## src/hw/kscw_pkg.sv

```systemverilog
// constants, types and helpers shared by the scan code wake block
package kscw_pkg;

  // register offsets and widths
  localparam int unsigned ADDR_W = 8;
  localparam int unsigned DATA_W = 8;
  localparam logic [ADDR_W-1:0] OFS_WAKE_SCAN_CODE = 8'h5f;
  localparam logic [ADDR_W-1:0] OFS_SLOW_CLOCK_CONFIG = 8'hf0;

  // field positions
  localparam int unsigned CFG_EXT_PRESENT_BIT = 0;
  localparam int unsigned CFG_KEY_OFF_BIT = 1;
  localparam int unsigned WAKE_KEY_BIT = 5;

  // reset values
  localparam logic [DATA_W-1:0] SCAN_CODE_RST = 8'h00;
  localparam logic [DATA_W-1:0] READ_ZERO = 8'h00;

  // frame layout, counted in falling keyboard clock edges
  localparam int unsigned BIT_CNT_W = 4;
  localparam logic [BIT_CNT_W-1:0] EDGE_START = 4'h1;
  localparam logic [BIT_CNT_W-1:0] EDGE_DATA_LAST = 4'h9;
  localparam logic [BIT_CNT_W-1:0] EDGE_PARITY = 4'ha;
  localparam logic [BIT_CNT_W-1:0] EDGE_STOP = 4'hb;

  // timing
  localparam int unsigned CLK_HZ = 10_000_000;
  localparam int unsigned SLOW_HZ = 32_768;
  localparam int unsigned US_PER_S = 1_000_000;
  localparam int unsigned IDLE_MIN_US = 115;
  localparam int unsigned IDLE_MAX_US = 145;
  localparam int unsigned INT_DIV = CLK_HZ / SLOW_HZ;
  localparam int unsigned IDLE_TICKS =
    (IDLE_MIN_US * SLOW_HZ + US_PER_S - 1) / US_PER_S;
  localparam int unsigned ABORT_TICKS = (IDLE_MAX_US * SLOW_HZ) / US_PER_S;
  localparam int unsigned DIV_W = 9;
  localparam logic [DIV_W-1:0] DIV_LAST = DIV_W'(INT_DIV - 1);
  localparam int unsigned HI_W = 3;
  localparam logic [HI_W-1:0] HI_SAT = 3'h7;
  localparam logic [HI_W-1:0] IDLE_TICKS_C = HI_W'(IDLE_TICKS);
  localparam logic [HI_W-1:0] ABORT_TICKS_C = HI_W'(ABORT_TICKS);

  // frame states, gray along hunt -> ready -> receive
  typedef enum logic [1:0] {
    ST_HUNT = 2'b00,
    ST_READY = 2'b01,
    ST_RECV = 2'b11
  } kscw_state_t;

  // slow clock configuration fields
  typedef struct packed {
    logic key_off;
    logic ext_present;
  } kscw_cfg_t;

  localparam kscw_cfg_t CFG_RST = '{key_off: 1'b0, ext_present: 1'b0};

  // odd parity over data and parity bit
  function automatic logic odd_ones(input logic [DATA_W-1:0] d,
                                    input logic p);
    odd_ones = ^{d, p};
  endfunction : odd_ones

  // saturating increment for the high-time counter
  function automatic logic [HI_W-1:0] sat_inc(input logic [HI_W-1:0] v);
    sat_inc = (v == HI_SAT) ? HI_SAT : v + 3'h1;
  endfunction : sat_inc

endpackage : kscw_pkg

```

## src/hw/kscw_wake.sv

```systemverilog
// keyboard scan code wake detector with its registers and event gate
`timescale 1ns/1ps
module kscw_wake
  import kscw_pkg::*;
(
  // clock and standby reset
  input wire logic clk_in,
  input wire logic rst_n_in,
  // power state
  input wire logic main_power_on_in,
  input wire logic ext_slow_clock_in,
  // keyboard lines
  input wire logic kbd_clk_in,
  input wire logic kbd_data_in,
  // register port
  input wire logic [ADDR_W-1:0] reg_addr_in,
  input wire logic [DATA_W-1:0] reg_wdata_in,
  input wire logic reg_wr_in,
  input wire logic reg_rd_in,
  output logic [DATA_W-1:0] reg_rdata_out,
  // wake status and enable
  input wire logic wake_status_clear_in,
  input wire logic wake_enable_key_in,
  input wire logic global_wake_enable_in,
  input wire logic other_wake_pending_in,
  output logic wake_status_out,
  output logic power_event_out
);

  logic [DATA_W-1:0] scan_code_reg;
  kscw_cfg_t cfg_reg;
  logic [DIV_W-1:0] div_reg;
  logic [DIV_W-1:0] div_next;
  logic ext_prev_reg;
  logic kclk_prev_reg;
  logic [HI_W-1:0] hi_cnt_reg;
  logic [HI_W-1:0] hi_cnt_next;
  kscw_state_t state_reg;
  kscw_state_t state_next;
  logic [BIT_CNT_W-1:0] bit_cnt_reg;
  logic [BIT_CNT_W-1:0] bit_cnt_next;
  logic [DATA_W-1:0] shift_reg;
  logic [DATA_W-1:0] shift_next;
  logic start_ok_reg;
  logic start_ok_next;
  logic match_reg;
  logic match_next;
  logic status_reg;
  logic status_next;
  logic pme_reg;
  logic [DATA_W-1:0] rdata_next;

  // register decode
  wire sel_code = (reg_addr_in == OFS_WAKE_SCAN_CODE);
  wire sel_cfg = (reg_addr_in == OFS_SLOW_CLOCK_CONFIG);
  wire wr_code = reg_wr_in & sel_code;
  wire wr_cfg = reg_wr_in & sel_cfg;
  wire [DATA_W-1:0] cfg_word = {{(DATA_W - 2){1'b0}}, cfg_reg};
  assign rdata_next = !reg_rd_in ? READ_ZERO :
                      sel_code ? scan_code_reg :
                      sel_cfg ? cfg_word : READ_ZERO;

  // power state comes from another domain; resets low, so standby first
  wire main_on_s;
  kscw_sync #(.WIDTH(1)) u_pwr_sync (
    .clk_in(clk_in),
    .rst_n_in(rst_n_in),
    .en_in(1'b1),
    .async_in(main_power_on_in),
    .sync_out(main_on_s)
  );

  // slow clock source; internal divider only lives on main power
  wire key_off = cfg_reg.key_off;
  wire use_ext = cfg_reg.ext_present | ~main_on_s;
  wire div_run = main_on_s & ~use_ext & ~key_off;
  wire int_tick = div_run & (div_reg == DIV_LAST);
  assign div_next = (!div_run || int_tick) ? '0 : div_reg + 9'h001;

  wire ext_s;
  kscw_sync #(.WIDTH(1)) u_ext_sync (
    .clk_in(clk_in),
    .rst_n_in(rst_n_in),
    .en_in(1'b1),
    .async_in(ext_slow_clock_in),
    .sync_out(ext_s)
  );
  wire ext_rise = ext_s & ~ext_prev_reg;
  // gating the enable stands in for stopping the slow clock
  wire slow_tick = ~key_off & (use_ext ? ext_rise : int_tick);

  // keyboard lines sampled on slow ticks only
  wire [1:0] kbd_s;
  kscw_sync #(.WIDTH(2)) u_kbd_sync (
    .clk_in(clk_in),
    .rst_n_in(rst_n_in),
    .en_in(slow_tick),
    .async_in({kbd_clk_in, kbd_data_in}),
    .sync_out(kbd_s)
  );
  wire kclk_s = kbd_s[1];
  wire kdat_s = kbd_s[0];
  wire kclk_fall = slow_tick & kclk_prev_reg & ~kclk_s;

  // high-time measure; low resets it
  assign hi_cnt_next = !slow_tick ? hi_cnt_reg :
                       !kclk_s ? '0 : sat_inc(hi_cnt_reg);
  wire idle_seen = (hi_cnt_reg >= IDLE_TICKS_C);
  wire too_long = (hi_cnt_reg > ABORT_TICKS_C);

  wire at_data = (bit_cnt_reg < EDGE_DATA_LAST);
  wire at_parity = (bit_cnt_reg == EDGE_PARITY - 4'h1);
  wire at_stop = (bit_cnt_reg == EDGE_STOP - 4'h1);
  wire [DATA_W-1:0] shifted = {kdat_s, shift_reg[DATA_W-1:1]};
  wire frame_good = (shift_reg == scan_code_reg)
                    & odd_ones(shift_reg, kdat_s) & start_ok_reg;
  wire hit = (state_reg == ST_RECV) & kclk_fall & at_stop
             & match_reg & kdat_s;

  // frame sequencer
  always_comb begin
    state_next = state_reg;
    bit_cnt_next = bit_cnt_reg;
    shift_next = shift_reg;
    start_ok_next = start_ok_reg;
    match_next = match_reg;
    if (key_off) begin
      state_next = ST_HUNT;
      bit_cnt_next = '0;
      match_next = 1'b0;
    end else begin
      case (state_reg)
        ST_HUNT: begin
          if (slow_tick && idle_seen) begin
            state_next = ST_READY;
          end
        end
        ST_READY: begin
          if (kclk_fall) begin
            state_next = ST_RECV;
            bit_cnt_next = EDGE_START;
            start_ok_next = ~kdat_s;
            match_next = 1'b0;
          end
        end
        ST_RECV: begin
          if (slow_tick && too_long) begin
            state_next = ST_HUNT;
            bit_cnt_next = '0;
            match_next = 1'b0;
          end else if (kclk_fall) begin
            bit_cnt_next = bit_cnt_reg + 4'h1;
            if (at_data) begin
              shift_next = shifted;
            end
            if (at_parity) begin
              match_next = frame_good;
            end
            if (at_stop) begin
              state_next = ST_HUNT;
              bit_cnt_next = '0;
            end
          end
        end
        default: begin
          state_next = ST_HUNT;
          bit_cnt_next = '0;
        end
      endcase
    end
  end

  // sticky status; a set in the clear cycle wins
  assign status_next = hit | (status_reg & ~wake_status_clear_in);
  wire pme_next = global_wake_enable_in
                  & ((status_reg & wake_enable_key_in)
                     | other_wake_pending_in);

  always_ff @(posedge clk_in or negedge rst_n_in) begin
    if (!rst_n_in) begin
      scan_code_reg <= SCAN_CODE_RST;
      cfg_reg <= CFG_RST;
      reg_rdata_out <= READ_ZERO;
    end else begin
      if (wr_code) begin
        scan_code_reg <= reg_wdata_in;
      end
      if (wr_cfg) begin
        cfg_reg.ext_present <= reg_wdata_in[CFG_EXT_PRESENT_BIT];
        cfg_reg.key_off <= reg_wdata_in[CFG_KEY_OFF_BIT];
      end
      reg_rdata_out <= rdata_next;
    end
  end

  always_ff @(posedge clk_in or negedge rst_n_in) begin
    if (!rst_n_in) begin
      div_reg <= '0;
      ext_prev_reg <= 1'b0;
      kclk_prev_reg <= 1'b0;
      hi_cnt_reg <= '0;
    end else begin
      div_reg <= div_next;
      ext_prev_reg <= ext_s;
      if (slow_tick) begin
        kclk_prev_reg <= kclk_s;
      end
      hi_cnt_reg <= hi_cnt_next;
    end
  end

  always_ff @(posedge clk_in or negedge rst_n_in) begin
    if (!rst_n_in) begin
      state_reg <= ST_HUNT;
      bit_cnt_reg <= '0;
      shift_reg <= '0;
      start_ok_reg <= 1'b0;
      match_reg <= 1'b0;
      status_reg <= 1'b0;
      pme_reg <= 1'b0;
    end else begin
      state_reg <= state_next;
      bit_cnt_reg <= bit_cnt_next;
      shift_reg <= shift_next;
      start_ok_reg <= start_ok_next;
      match_reg <= match_next;
      status_reg <= status_next;
      pme_reg <= pme_next;
    end
  end

  assign wake_status_out = status_reg;
  assign power_event_out = pme_reg;
endmodule : kscw_wake

```

## src/hw/kscw_sync.sv

```systemverilog
// two-stage synchroniser with sample enable
`timescale 1ns/1ps
module kscw_sync #(
  parameter int unsigned WIDTH = 2
) (
  // clock and reset
  input wire logic clk_in,
  input wire logic rst_n_in,
  // sampling
  input wire logic en_in,
  input wire logic [WIDTH-1:0] async_in,
  output logic [WIDTH-1:0] sync_out
);

  logic [WIDTH-1:0] stage1_reg;

  // first stage feeds only the second
  always_ff @(posedge clk_in or negedge rst_n_in) begin
    if (!rst_n_in) begin
      stage1_reg <= '0;
      sync_out <= '0;
    end else if (en_in) begin
      stage1_reg <= async_in;
      sync_out <= stage1_reg;
    end
  end

endmodule : kscw_sync

```

## config.mk

```make
export PLATFORM = sky130hd
export DESIGN_NAME = kscw_wake
export DESIGN_NICKNAME = d
export VERILOG_FILES = /design/src/hw/kscw_pkg.sv /design/src/hw/kscw_wake.sv /design/src/hw/kscw_sync.sv
export SDC_FILE = /design/constraint.sdc
export NUM_CORES = 1
export LEC_CHECK = 0
export BUFFER_PORTS_ARGS = -buffer_cell sky130_fd_sc_hd__buf_2
export CORE_MARGIN = 10
export CORE_UTILIZATION = 51
export DETAILED_ROUTE_END_ITERATION = 8
export GPL_TIMING_DRIVEN = 0
export PLACE_DENSITY = 0.68
export SYNTH_ARGS = -nofsm -noshare
export SYNTH_HDL_FRONTEND = slang
export SYNTH_SLANG_ARGS = --single-unit
```

## constraint.sdc

```tcl
create_clock -name clk_in -period 6.4 [get_ports clk_in]
set_clock_uncertainty 0.2 [all_clocks]
set_input_delay 0.96 -clock clk_in [delete_from_list [all_inputs] [get_ports clk_in]]
set_output_delay 0.96 -clock clk_in [all_outputs]
set_load 0.05 [all_outputs]
```

# [Word level (Yosys, flattened, before mapping)]
# Cells that the tools add are included.
[totals] ff_bits=58 in_bits=28 output_inout_bits=10 word_cells=109
[op_classes] addsub=3 magnitude_cmp=3 eq_ne=15 muxes=26 bitwise=29 reduce_logical=12
[ops] op="two-way mux 4 bit" n=5
[ops] op="bitwise AND 1 bit" n=18
[ops] op="two-way mux 8 bit" n=2
[ops] op="two-way mux 2 bit" n=7
[ops] op="inequality test 4 x 3 -> 1 bit, second input constant" n=3
[ops] op="one-hot mux 4 bit (3 select lines)" n=1
[ops] op="adder 9 x 1 -> 9 bit, second input constant" n=1
[ops] op="== test 9 bit, second input constant" n=1
[ops] op="two-way mux 9 bit" n=1
[ops] op="XOR reduction 9 bit" n=1
[ops] op="== test 4 bit, second input constant" n=2
[ops] op="== test 8 x 7 -> 1 bit, second input constant" n=1
[ops] op="== test 8 bit" n=1
[ops] op="== test 8 bit, second input constant" n=1
[ops] op="inverter 1 bit" n=8
[ops] op="AND reduction 4 bit" n=2
[ops] op="two-way mux 1 bit" n=6
[ops] op="two-way mux 3 bit" n=2
[ops] op="inequality test 3 bit, second input constant" n=2
[ops] op="one-hot mux 2 bit (3 select lines)" n=1
[ops] op="AND reduction 3 bit" n=2
[ops] op="AND reduction 5 bit" n=1
[ops] op="adder 4 x 1 -> 4 bit, second input constant" n=1
[ops] op="less-than comparator 4 bit, second input constant" n=1
[ops] op="other kinds (14)" n=17

# [Depth between registers and ports, before layout]
# Gate-level depths: netlist of run 1.
[depth] word_depth=15 mapped_depth=8 mapped_depth_nobuf=8

# [Modules after synthesis]
# A second synthesis of run 1 with hierarchy kept.
[unflattened] cells_unflattened=241 area_unflattened_um2=2773.9
[by_module_without_submodules] mod="kscw_wake" instances=1 cells_per_inst=225 area_each_um2=2483.6 seq_area_each_um2=1251.2
[by_module_without_submodules] mod="kscw_sync (u_ext_sync ...)" instances=2 cells_per_inst=4 area_each_um2=72.6 seq_area_each_um2=50.0
[by_module_without_submodules] mod="kscw_sync (u_kbd_sync)" instances=1 cells_per_inst=8 area_each_um2=145.1 seq_area_each_um2=100.1

# [Least setup slack after synthesis of run 1]
# No wires, ideal clock.
[synth_timing] path_type="input port to flip-flop" startpoint="input reg_addr_in[5]" endpoint="register scan_code_reg[0]" setup_time_ns=0.125 t_arrival_ns=2.198 required_time_ns=6.075 setup_slack_ns=3.877 cell_stages=4 path_buffers=0 cell_sequence="nand4b_1 > nor4b_2 > nand2_1 > mux2_2"
[synth_between] elab_chain_cells=2
[synth_lines] element="start: declaration" line_no="kscw_wake.sv:16" rtl="input wire logic [ADDR_W-1:0] reg_addr_in,"
[synth_lines] element="== test 8 x 7 -> 1 bit" line_no="kscw_wake.sv:54" rtl="wire sel_code = (reg_addr_in == OFS_WAKE_SCAN_CODE);"
[synth_lines] element="bitwise AND 1 bit" line_no="kscw_wake.sv:56" rtl="wire wr_code = reg_wr_in & sel_code;"
[synth_lines] element="end signal: assignment" line_no="kscw_wake.sv:186" rtl="scan_code_reg <= reg_wdata_in;"
[synth_lines] element="end: declaration" line_no="kscw_wake.sv:30" rtl="logic [DATA_W-1:0] scan_code_reg;"
# No other way between the ends.
# A chain may end at the register's enable or synchronous reset.

# [Final worst setup path of run 1]
[layout_timing] startpoint="register div_reg[3]" endpoint="register shift_reg[2]"
[layout_between] elab_chain_cells=7 word_cells_on_any_way=9 classes_between="eq/ne (1); mux (1); bitwise (5); reduce/logical (2)"
[layout_lines] element="start: declaration" line_no="kscw_wake.sv:32" rtl="logic [DIV_W-1:0] div_reg;"
[layout_lines] element="start signal: assignment" line_no="kscw_wake.sv:203" rtl="div_reg <= div_next;"
[layout_lines] element="== test 9 bit (*)" line_no="kscw_wake.sv:77" rtl="wire int_tick = div_run & (div_reg == DIV_LAST);"
[layout_lines] element="bitwise AND 1 bit (*)" line_no="kscw_wake.sv:77"
[layout_lines] element="two-way mux 1 bit (*)" line_no="kscw_wake.sv:90" rtl="wire slow_tick = ~key_off & (use_ext ? ext_rise : int_tick);"
[layout_lines] element="bitwise AND 1 bit (*)" line_no="kscw_wake.sv:90"
[layout_lines] element="bitwise AND 1 bit / logical AND 1 bit (equally long branches)" line_no="kscw_wake.sv:103, kscw_wake.sv:147"
[layout_lines] element="bitwise AND 1 bit / inverter 1 bit (equally long branches)"
[layout_lines] element="AND reduction 5 bit (no source line) (*)"
[layout_lines] element="end signal: assignment" line_no="kscw_wake.sv:224" rtl="shift_reg <= shift_next;"
[layout_lines] element="end: declaration" line_no="kscw_wake.sv:42" rtl="logic [DATA_W-1:0] shift_reg;"
# Every way passes the cells marked *; elsewhere a longest branch is shown, timed or not.

==> flow_summary.yaml, run 1 <==
outcome:
  status: "complete, no violations"
cts:
  cts_tree: "built"
  clk_latency_ns: 0.33
  h-tree-depth: 3
  ctsHoldBuffers: 0
  cts_setup_buffers: 0
  cts-root-buf: "clkbuf_8"
  clk_path_buf_depth: 2
  cts_resized: 0
  clk_pin_slew_ns: 0.07
  clock_sinks: 58
  cts_made_buffers: 9
global_route:
  grt_pass1_vias: 1989
  overflow: 0
  antenna_found_initial: 0
  grt_max_degree: 59
  grt_pass1_wl_um: 9342
  grt_util_all_layers_pct: 13.40
timing:
  worst_slew_pin_slew_ns: 0.7552
  period_share_pct: 41.55
  setup_tns_ns: 0
  setup_violations: 0
  relSlewSlack_pct: 49.65
  finalHoldViolCount: 0
  maxSlewViolCount: 0
  post-route-min-period_ns: 2.659
  fmax_mhz: 376.1
  hold_ws_ns: 0.1530
  rsz0062_at_grt: "no"
drt:
  routedWlPerCell_um: 14.18
  drc_errors: 0
  num_vias: 1955
  drt-total-wl_um: 5316
  drtAntennaViolNets: 0
  drt_iter0_markers: 77
  drt_pre_antenna_iters: 4
  via_per_inst: 5.213
die:
  core_area_um2: 5172
  ios: 38
  dieArea_um2: 8710
  dieWidth_um: 93.33
  die_y_um: 93.33
  start_util_pct: 53.02
  num_rows: 26
synth:
  synth-seq-cells: 58
  syn_area_um2: 2743
  yosys_warnings: 0
  syn-num-nets: 284
  synth_ff_type: "dfrtp_1"
  synthDistinctLibCells: 43
  syn-mean-instance-area_um2: 10.88
  synth_seq_area_share_pct: 52.92
  synthArstFlopShare_pct: 100.0
  synth_edf_count: 0
  synthCells: 252
worst_setup_path:
  crit_required_ns: 6.42
  cp.arrival_ns: 2.68
  worstSetupPathType: "reg -> reg"
  setup.worst_path.end_class: "register"
  crit_path_cell_trace: "or4_4, o31ai_4, nand2b_2, nor3_4, mux2_2"
  cpPeakStageDelay_ns: 0.58
  crit_path_max_fanout: 8
  start_kind: "register"
  cp_slowest_cell: "or4_4"
pwr:
  power_leakage_nw: 1.575
  peakVddDrop_mv: 0.2762
  powerDensity_nw_per_um2: 287.5
final_layout:
  largest_reg_flops: 9
  layout-drive-gt1-share_pct: 25.57
  final_common_cell: "dfrtp_1"
  nets: 332
  area_growth_pct: 18.70
  final_cell_mix: "dfrtp_1 (58), buf_2 (36), nand2_1 (29)"
  diodes: 0
place:
  place_congestion: 0.8634
  dpl.hpwl_um: 3891
  io_buffers: 37
flow_run:
  drv_cap: 0
worst_hold_path:
  hp-class: "reg -> reg"
worst paths after layout:
kind,start,cells past startpoint,slack (ns),to
max reg2reg,div_reg[3],5,3.74,shift_reg[2]
max in group asynchronous,rst_n_in,1,5.05,u_kbd_sync.stage1_reg[1]
min in group asynchronous,rst_n_in,1,0.47,div_reg[2]
min,u_ext_sync.stage1_reg,0,0.15,u_ext_sync.sync_out
max,div_reg[3],5,3.74,shift_reg[2]
min reg2reg,u_ext_sync.stage1_reg,0,0.15,u_ext_sync.sync_out
metrics by stage:
stage / worst slack [ns] / power [mW] / area (um2) / utilization (%) / std cells
5_1_grt: 3.603 / 0.9862 / 3256 / 62.94 / 375
6_report: 3.741 / 0.9360 / 3256 / 62.94 / 375
4_1_cts: 3.709 / 0.9461 / 3253 / 62.89 / 375
3_5_place_dp: 3.443 / 0.5513 / 3015 / 58.30 / 359
2_1_floorplan: 3.877 / 0.5098 / 2743 / - / 252
3_3_place_gp: 3.426 / 0.5469 / 3015 / 58.30 / 359
kinds of logic (layout without fill, tap and decap cells):
logic type               after synthesis  after routing  share of synthesized area [%]
AO/OA/AOI/OAI                         35             35                          8.760
XOR/XNOR                              23             23                          7.345
adder cells (fa/ha/maj)                4              4                          1.825
buffers and inverters                 15             68                          2.053
flip-flops                            58             58                          52.92
multiplexers                          19             19                          7.755
AND/OR/NAND/NOR                       98             98                          19.34
critical path: cells and delay by family (launching register included):
kind | cells | cell delay [ns]
muxes | 1 | 0.38
and+or+nand+nor | 3 | 1.13
DFF | 1 | 0.44
AOI/OAI and AO/OA | 1 | 0.39
layer usage:
layer / GRT usage (%) / wire (um)
met1: 16.59 / 2390
met5: 0 / 0
met2: 20.71 / 2565
met4: 7.712 / 138
met3: 3.437 / 221
final cells by class:
class	count	area, um2
multi-input cells	179	1235
well taps	70	87.58
flip-flops and latches	58	1451
plain buffers	6	22.52
repair buffers	37	187.7
inverters	9	33.78
fillers	430	1917
clock buffers	12	165.2
clock inverters	4	72.57
Yosys cell counts (2+ instances only):
cell / count / area [um2]
ha_1: 4 / 50.05
and3_1: 7 / 43.79
nor3_1: 2 / 10.01
a22oi_1: 3 / 22.52
nand4_1: 3 / 18.77
a22o_1: 2 / 17.52
nand3_1: 8 / 40.04
nand2_1: 29 / 108.9
o21ai_0: 7 / 35.03
clkbuf_1: 6 / 22.52
xor2_1: 8 / 70.07
nor2_1: 17 / 63.81
dfrtp_1: 58 / 1451
nor2b_1: 9 / 56.30
inv_1: 9 / 33.78
nor4bb_1: 2 / 20.02
xnor2_1: 15 / 131.4
o31ai_1: 4 / 30.03
a21oi_1: 10 / 50.05
nand2b_1: 8 / 50.05
or3_1: 2 / 12.51
mux2_2: 18 / 202.7
where the power goes:
part / internal (mW) / switching [mW] / total (mW)
clock: 0.250 / 0.141 / 0.392
sequential: 0.395 / 0.0229 / 0.418
combinational: 0.0536 / 0.0731 / 0.127
total: 0.699 / 0.237 / 0.936
Power figures use the tool's default switching activity.
==> inputs of run 2 (changes only) <==
--- a/config.mk
+++ b/config.mk
@@ -5,6 +5,7 @@
 export SDC_FILE = /design/constraint.sdc
 export NUM_CORES = 1
 export LEC_CHECK = 0
+export ABC_AREA = 1
 export BUFFER_PORTS_ARGS = -buffer_cell sky130_fd_sc_hd__buf_2
 export CORE_MARGIN = 10
 export CORE_UTILIZATION = 51
==> constraint.sdc (replaced) <==
create_clock -name clk_in -period 2.7 [get_ports clk_in]
set_clock_uncertainty 0.2 [all_clocks]
set_input_delay 0.405 -clock clk_in [delete_from_list [all_inputs] [get_ports clk_in]]
set_output_delay 0.405 -clock clk_in [all_outputs]
set_load 0.05 [all_outputs]
==> run 2 against run 1 <==
  * Total power increased by 120%
  * Utilization decreased by 1.0 points
  * Register-to-register slack got worse by 3.0 ns
  * Combinational power increased by 62%
  * Maximum frequency increased by 36%
  * Die area increased by 3.5%
  * Global-route usage increased by 0.66 points
  * Via count increased by 17%
  * Sequential power increased by 130%
  * Synthesized area increased by 4.4%
  * Critical path type unchanged
  * Critical endpoint is now shift_reg[6]
==> flow_summary.yaml, run 2 <==
synth:
  yosysMostFrequentCell: "nand2_1"
  syn-mean-instance-area_um2: 8.326
  synth-seq-cells: 58
  synth_seq_area_share_pct: 50.68
  synthAdderAreaFrac_pct: 1.747
  synthTopCellsByArea: "dfrtp_1 (51%), nand2_1 (11%), inv_1 (6.9%)"
  syn_area_um2: 2864
  muxShareOfSynthArea_pct: 0
  yosysTopAreaCell: "dfrtp_1"
  yosys_warnings: 0
  synth_common_cells: "nand2_1 (82), dfrtp_1 (58), inv_1 (53)"
  synth_xor_area_share_pct: 2.446
  synth_compound_area_share_pct: 10.70
  synth_ff_type: "dfrtp_1"
  syn-num-nets: 376
  synthDistinctLibCells: 34
  synth_edf_count: 0
  synthCells: 344
  synth-simple-area-share_pct: 26.08
  synth_top_area_share_pct: 50.68
  synthArstFlopShare_pct: 100.0
  synth_top_family_by_area: "simple AND/OR/NAND/NOR gates"
timing:
  worst_slew_pin_slew_ns: 0.7196
  period_share_pct: 72.66
  post-route-min-period_ns: 1.962
  fmax_mhz: 509.7
  finalHoldViolCount: 0
  relSlewSlack_pct: 52.02
  hold_ws_ns: 0.04987
  rsz0062_at_grt: "no"
  maxSlewViolCount: 0
  setup_violations: 0
  setup_tns_ns: 0
pwr:
  powerDensity_nw_per_um2: 600.6
  peakVddDrop_mv: 0.5474
  p_clk_share_pct: 43.2
  pwr-share-comb_pct: 10.1
  internal_power_mw: 1.517
  switching_share_pct: 25.50
  seqPwrFrac_pct: 46.7
  power_leakage_nw: 1.766
  p_sw_mw: 0.5192
place:
  dpl.hpwl_um: 4156
  place_congestion: 0.7941
  dp.cells: 453
  io_buffers: 37
final_layout:
  final_cell_mix: "nand2_1 (82), dfrtp_1 (58), inv_1 (53)"
  diodes: 0
  largest_reg_flops: 9
  final_cells: 472
  layout-drive-gt1-share_pct: 19.75
  nets: 427
  final_core_util_pct: 61.93
  area_growth_pct: 18.35
  final_common_cell: "nand2_1"
worst_setup_path:
  crit_required_ns: 2.73
  setup.worst_path.end_class: "register"
  start_kind: "register"
  cp.arrival_ns: 1.99
  worstSetupPathType: "reg -> reg"
  crit_path_max_fanout: 10
die:
  die_y_um: 94.94
  ios: 38
  dieWidth_um: 94.94
  num_rows: 27
  dieArea_um2: 9013
  start_util_pct: 52.33
  core_area_um2: 5473
flow_run:
  drv_cap: 0
drt:
  routedWlPerCell_um: 12.05
  drt-total-wl_um: 5688
  num_vias: 2293
  via_per_inst: 4.858
  drt_pre_antenna_iters: 4
  drc_errors: 0
  drtAntennaViolNets: 0
  drt_iter0_markers: 56
cts:
  clk_pin_slew_ns: 0.07
  h-tree-depth: 3
  cts_tree: "built"
  cts-root-buf: "clkbuf_8"
  cts_made_buffers: 9
  clk_latency_ns: 0.34
  clock_sinks: 58
  cts_resized: 0
  clk_path_buf_depth: 2
global_route:
  grt_max_degree: 59
  antenna_found_initial: 0
  grt_pass1_vias: 2300
  grt_util_all_layers_pct: 14.06
  overflow: 0
  grt_pass1_wl_um: 9991
outcome:
  status: "complete, no violations"
worst_hold_path:
  hp-class: "in -> reg"
## run 2: routing by layer
metal	share of wire [%]	GRT usage [%]
met5	0	0
met4	1.6	6.110
met3	5.5	4.679
met2	48	23.51
met1	45	16.10
## run 2: repair_timing
action	4_1_cts	5_1_grt
hold buffers	2	1
endpoints found under the setup margin	0	0
buffers inserted	0	0
endpoints found under the hold margin	2	58
## run 2: final timing paths
| kind | from | endpoint | slack [ns] | cells past startpoint |
|---|---|---|---|---|
| hold reg to reg | u_ext_sync.stage1_reg | u_ext_sync.sync_out | 0.15 | 0 |
| max in group asynchronous | rst_n_in | u_ext_sync.sync_out | 1.34 | 2 |
| setup / recovery | div_reg[0] | shift_reg[6] | 0.74 | 12 |
| min in group asynchronous | rst_n_in | reg_rdata_out[4] | 0.46 | 2 |
| setup reg to reg | div_reg[0] | shift_reg[6] | 0.74 | 12 |
| hold / removal | wake_status_clear_in | wake_status_out | 0.05 | 2 |
## run 2: cells by family (layout without fill, tap and decap cells)
kind of cell / after synthesis / after routing
and+or+nand+nor: 163 / 163
buffers and inverters: 60 / 116
DFF: 58 / 58
xor gates and xnor gates: 8 / 8
adders and majority gates: 4 / 4
AOI/OAI and AO/OA: 51 / 51
## run 2: critical path, stage by stage (launching register included)
cell and delay [ns]:
dfrtp_1 0.41, inv_1 0.07, ha_1 0.14, nand2_1 0.05
nor2_1 0.10, nand2_1 0.08, nand2_2 0.12, nand4_4 0.13
a21oi_4 0.19, nand2_4 0.09, buf_6 0.16, nand2_1 0.07
o21ai_2 0.05
## run 2: power by group through the flow
stage / clock network, mW / registers (mW) / logic, mW
floorplan: 0 / 0.964 / 0.134
global placement: 0 / 0.964 / 0.199
detailed placement: 0 / 0.967 / 0.205
CTS: 0.900 / 0.950 / 0.209
global route: 0.940 / 0.957 / 0.243
finish: 0.880 / 0.950 / 0.206
## run 2: layout make-up
cell class	instances	area [um2]
Fill cell	498	2083
Inverter	56	210.2
Clock buffer	9	123.9
Timing Repair Buffer	40	217.7
Multi-Input combinational cell	226	1174
Sequential cell	58	1451
Clock inverter	7	93.84
Buffer	4	28.78
Tap cell	72	90.09
## run 2: per-stage QoR
step	power [mW]	area (um2)	worst slack [ns]
6_report	2.036	3390	0.7380
3_5_place_dp	1.172	3139	0.7138
2_1_floorplan	1.098	2864	0.9015
4_1_cts	2.059	3377	0.6924
3_3_place_gp	1.163	3139	0.7291
5_1_grt	2.140	3390	0.5388
==> inputs of run 3 (changes only) <==
--- a/config.mk
+++ b/config.mk
@@ -5,7 +5,7 @@
 export SDC_FILE = /design/constraint.sdc
 export NUM_CORES = 1
 export LEC_CHECK = 0
-export ABC_AREA = 1
+export ABC_AREA = 0
 export BUFFER_PORTS_ARGS = -buffer_cell sky130_fd_sc_hd__buf_2
 export CORE_MARGIN = 10
 export CORE_UTILIZATION = 51
==> constraint.sdc (replaced) <==
create_clock -name clk_in -period 1.94 [get_ports clk_in]
set_clock_uncertainty 0.2 [all_clocks]
set_input_delay 0.291 -clock clk_in [delete_from_list [all_inputs] [get_ports clk_in]]
set_output_delay 0.291 -clock clk_in [all_outputs]
set_load 0.05 [all_outputs]
==> run 3 against run 2 <==
  * The run now ends with negative setup slack left
  * Total power increased by 63%
  * Sequential share of layout area shrank 4.4 points
  * Die area down 3.4%
  * Critical path depth is 6 lower
  * Utilization is 11 points higher
  * Count of clock-buffer cells in the layout increased by 2
  * Clock power is 58% higher
  * Via count fell by 7.7%
  * Non-clock buffer count rose by 31
  * Cell area is 11% higher
  * Register-to-register slack got worse by 1.1 ns
  * Cell count down 14%
  * Critical path type unchanged
  * Critical endpoint is now shift_reg[2]
  * Largest power group unchanged
==> flow_summary.yaml, run 3 (same netlist as run 1, synthesis figures left out) <==
global_route:
  antenna_found_initial: 0
  grt_pass1_wl_um: 10020
  top_usage_layer: "met2"
  overflow: 0
  grt_util_met2_pct: 23.55
  use_met3_pct: 5.755
  grt_max_degree: 59
  grt_use_met1_pct: 16.42
  grt_util_all_layers_pct: 14.47
  grt_pass1_vias: 2085
die:
  dieWidth_um: 93.33
  start_util_pct: 53.02
  num_rows: 26
  ios: 38
  dieArea_um2: 8710
  die_y_um: 93.33
  core_area_um2: 5172
worst_setup_path:
  cp.arrival_ns: 2.32
  crit_buf_inv: 1
  crit_path_cell_trace: "or4_4, o31ai_4, nand2b_4, nor3_4, buf_12, mux2_4"
  crit_path_max_fanout: 8
  cpPeakStageDelay_ns: 0.57
  cp_slowest_cell: "or4_4"
  critical_path.top_delay_family: "simple AND/OR/NAND/NOR gates"
  setup.worst_path.end_class: "register"
  worstSetupPathType: "reg -> reg"
  reg2reg_slack_ns: -0.36
  start_kind: "register"
  crit_required_ns: 1.97
flow_run:
  drv_cap: 0
final_layout:
  final_common_cell: "dfrtp_1"
  layout-drive-gt1-share_pct: 36.80
  n_fill_cell: 367
  diodes: 0
  area_growth_pct: 37.77
  nets: 364
  final_cell_mix: "dfrtp_1 (58), buf_2 (37), nand2_1 (23)"
  final_cells: 407
  largest_reg_flops: 9
timing:
  worst_slew_pin_slew_ns: 0.6169
  rsz0062_at_grt: "yes"
  relSlewSlack_pct: 58.87
  fmax_mhz: 435.0
  finalHoldViolCount: 0
  period_share_pct: 118.5
  hold_ws_ns: 0.01398
  maxSlewViolCount: 0
  post-route-min-period_ns: 2.299
  setup_tns_ns: -6.049
  setup_violations: 30
  worst_slack_ns: -0.3589
cts:
  cts_made_buffers: 9
  clock_sinks: 58
  cts-root-buf: "clkbuf_8"
  h-tree-depth: 3
  clk_pin_slew_ns: 0.06
  cts_tree: "built"
  clk_path_buf_depth: 2
  clk_latency_ns: 0.34
drt:
  num_vias: 2117
  routedWlPerCell_um: 15.26
  drt-total-wl_um: 6211
  via_per_inst: 5.201
  drtAntennaViolNets: 0
  drt_iter0_markers: 74
  drc_errors: 0
  drt_pre_antenna_iters: 4
place:
  dp.cells: 359
  post-place-ws_ns: -0.6232
  dpl.hpwl_um: 3937
  io_buffers: 37
  place_congestion: 0.7855
pwr:
  power_mw: 3.328
  peakVddDrop_mv: 0.6641
  power_leakage_nw: 1.828
  powerDensity_nw_per_um2: 880.7
worst_hold_path:
  hp-class: "in -> reg"
outcome:
  status: "finished, violations left"
  violations: "negative setup slack"
[run 3: layout make-up]
class / count / area, um2 / area share, %
clock inverters: 5 / 100.1 / 2.649
inverters: 9 / 33.78 / 0.8940
multi-input cells: 179 / 1423 / 37.65
clock buffers: 11 / 151.4 / 4.007
repair buffers: 70 / 500.5 / 13.25
well taps: 70 / 87.58 / 2.318
flip-flops and latches: 58 / 1451 / 38.41
plain buffers: 5 / 31.28 / 0.8278
[run 3: worst reg2reg max path, stage by stage, from the launching register on]
cell      delay [ns]
dfrtp_1         0.37
or4_4           0.57
o31ai_4         0.31
nand2b_4        0.10
nor3_4          0.17
buf_12          0.17
mux2_4          0.30
[run 3: timing repair]
item	4_1_cts	5_1_grt
setup buffers	8	10
gates resized for setup	17	30
pin swaps	5	5
hold buffers	13	1
endpoints found under the hold margin	14	22
setup endpoints to repair	42	26
cloned	0	1
[run 3: metrics by stage]
| step | cell area [um2] | utilization (%) |
|---|---|---|
| 2_1_floorplan | 2769 | - |
| 4_1_cts | 3567 | 68.96 |
| 5_1_grt | 3779 | 73.05 |
| 6_report | 3779 | 73.05 |
| 3_5_place_dp | 3042 | 58.80 |
| 3_3_place_gp | 3042 | 58.80 |
[run 3: power breakdown]
part | total (mW) | internal [mW] | switching, mW
Sequential | 1.39 | 1.30 | 0.0893
Clock | 1.39 | 0.918 | 0.474
Combinational | 0.544 | 0.241 | 0.303
[run 3: worst paths after layout]
kind | endpoint | cells after the start | from
setup / recovery | shift_reg[2] | 6 | div_reg[2]
hold / removal | power_event_out | 3 | other_wake_pending_in
setup reg to reg | shift_reg[2] | 6 | div_reg[2]
hold reg to reg | u_pwr_sync.sync_out | 0 | u_pwr_sync.stage1_reg
max in group asynchronous | shift_reg[7] | 3 | rst_n_in
min in group asynchronous | div_reg[7] | 2 | rst_n_in
[run 3: per-layer routing]
layer / vias up / share of wire [%]
li1: 1035 / -
met1: 1025 / 43
met4: 0 / 1.2
met2: 51 / 51
met5: - / 0
met3: 6 / 4.7
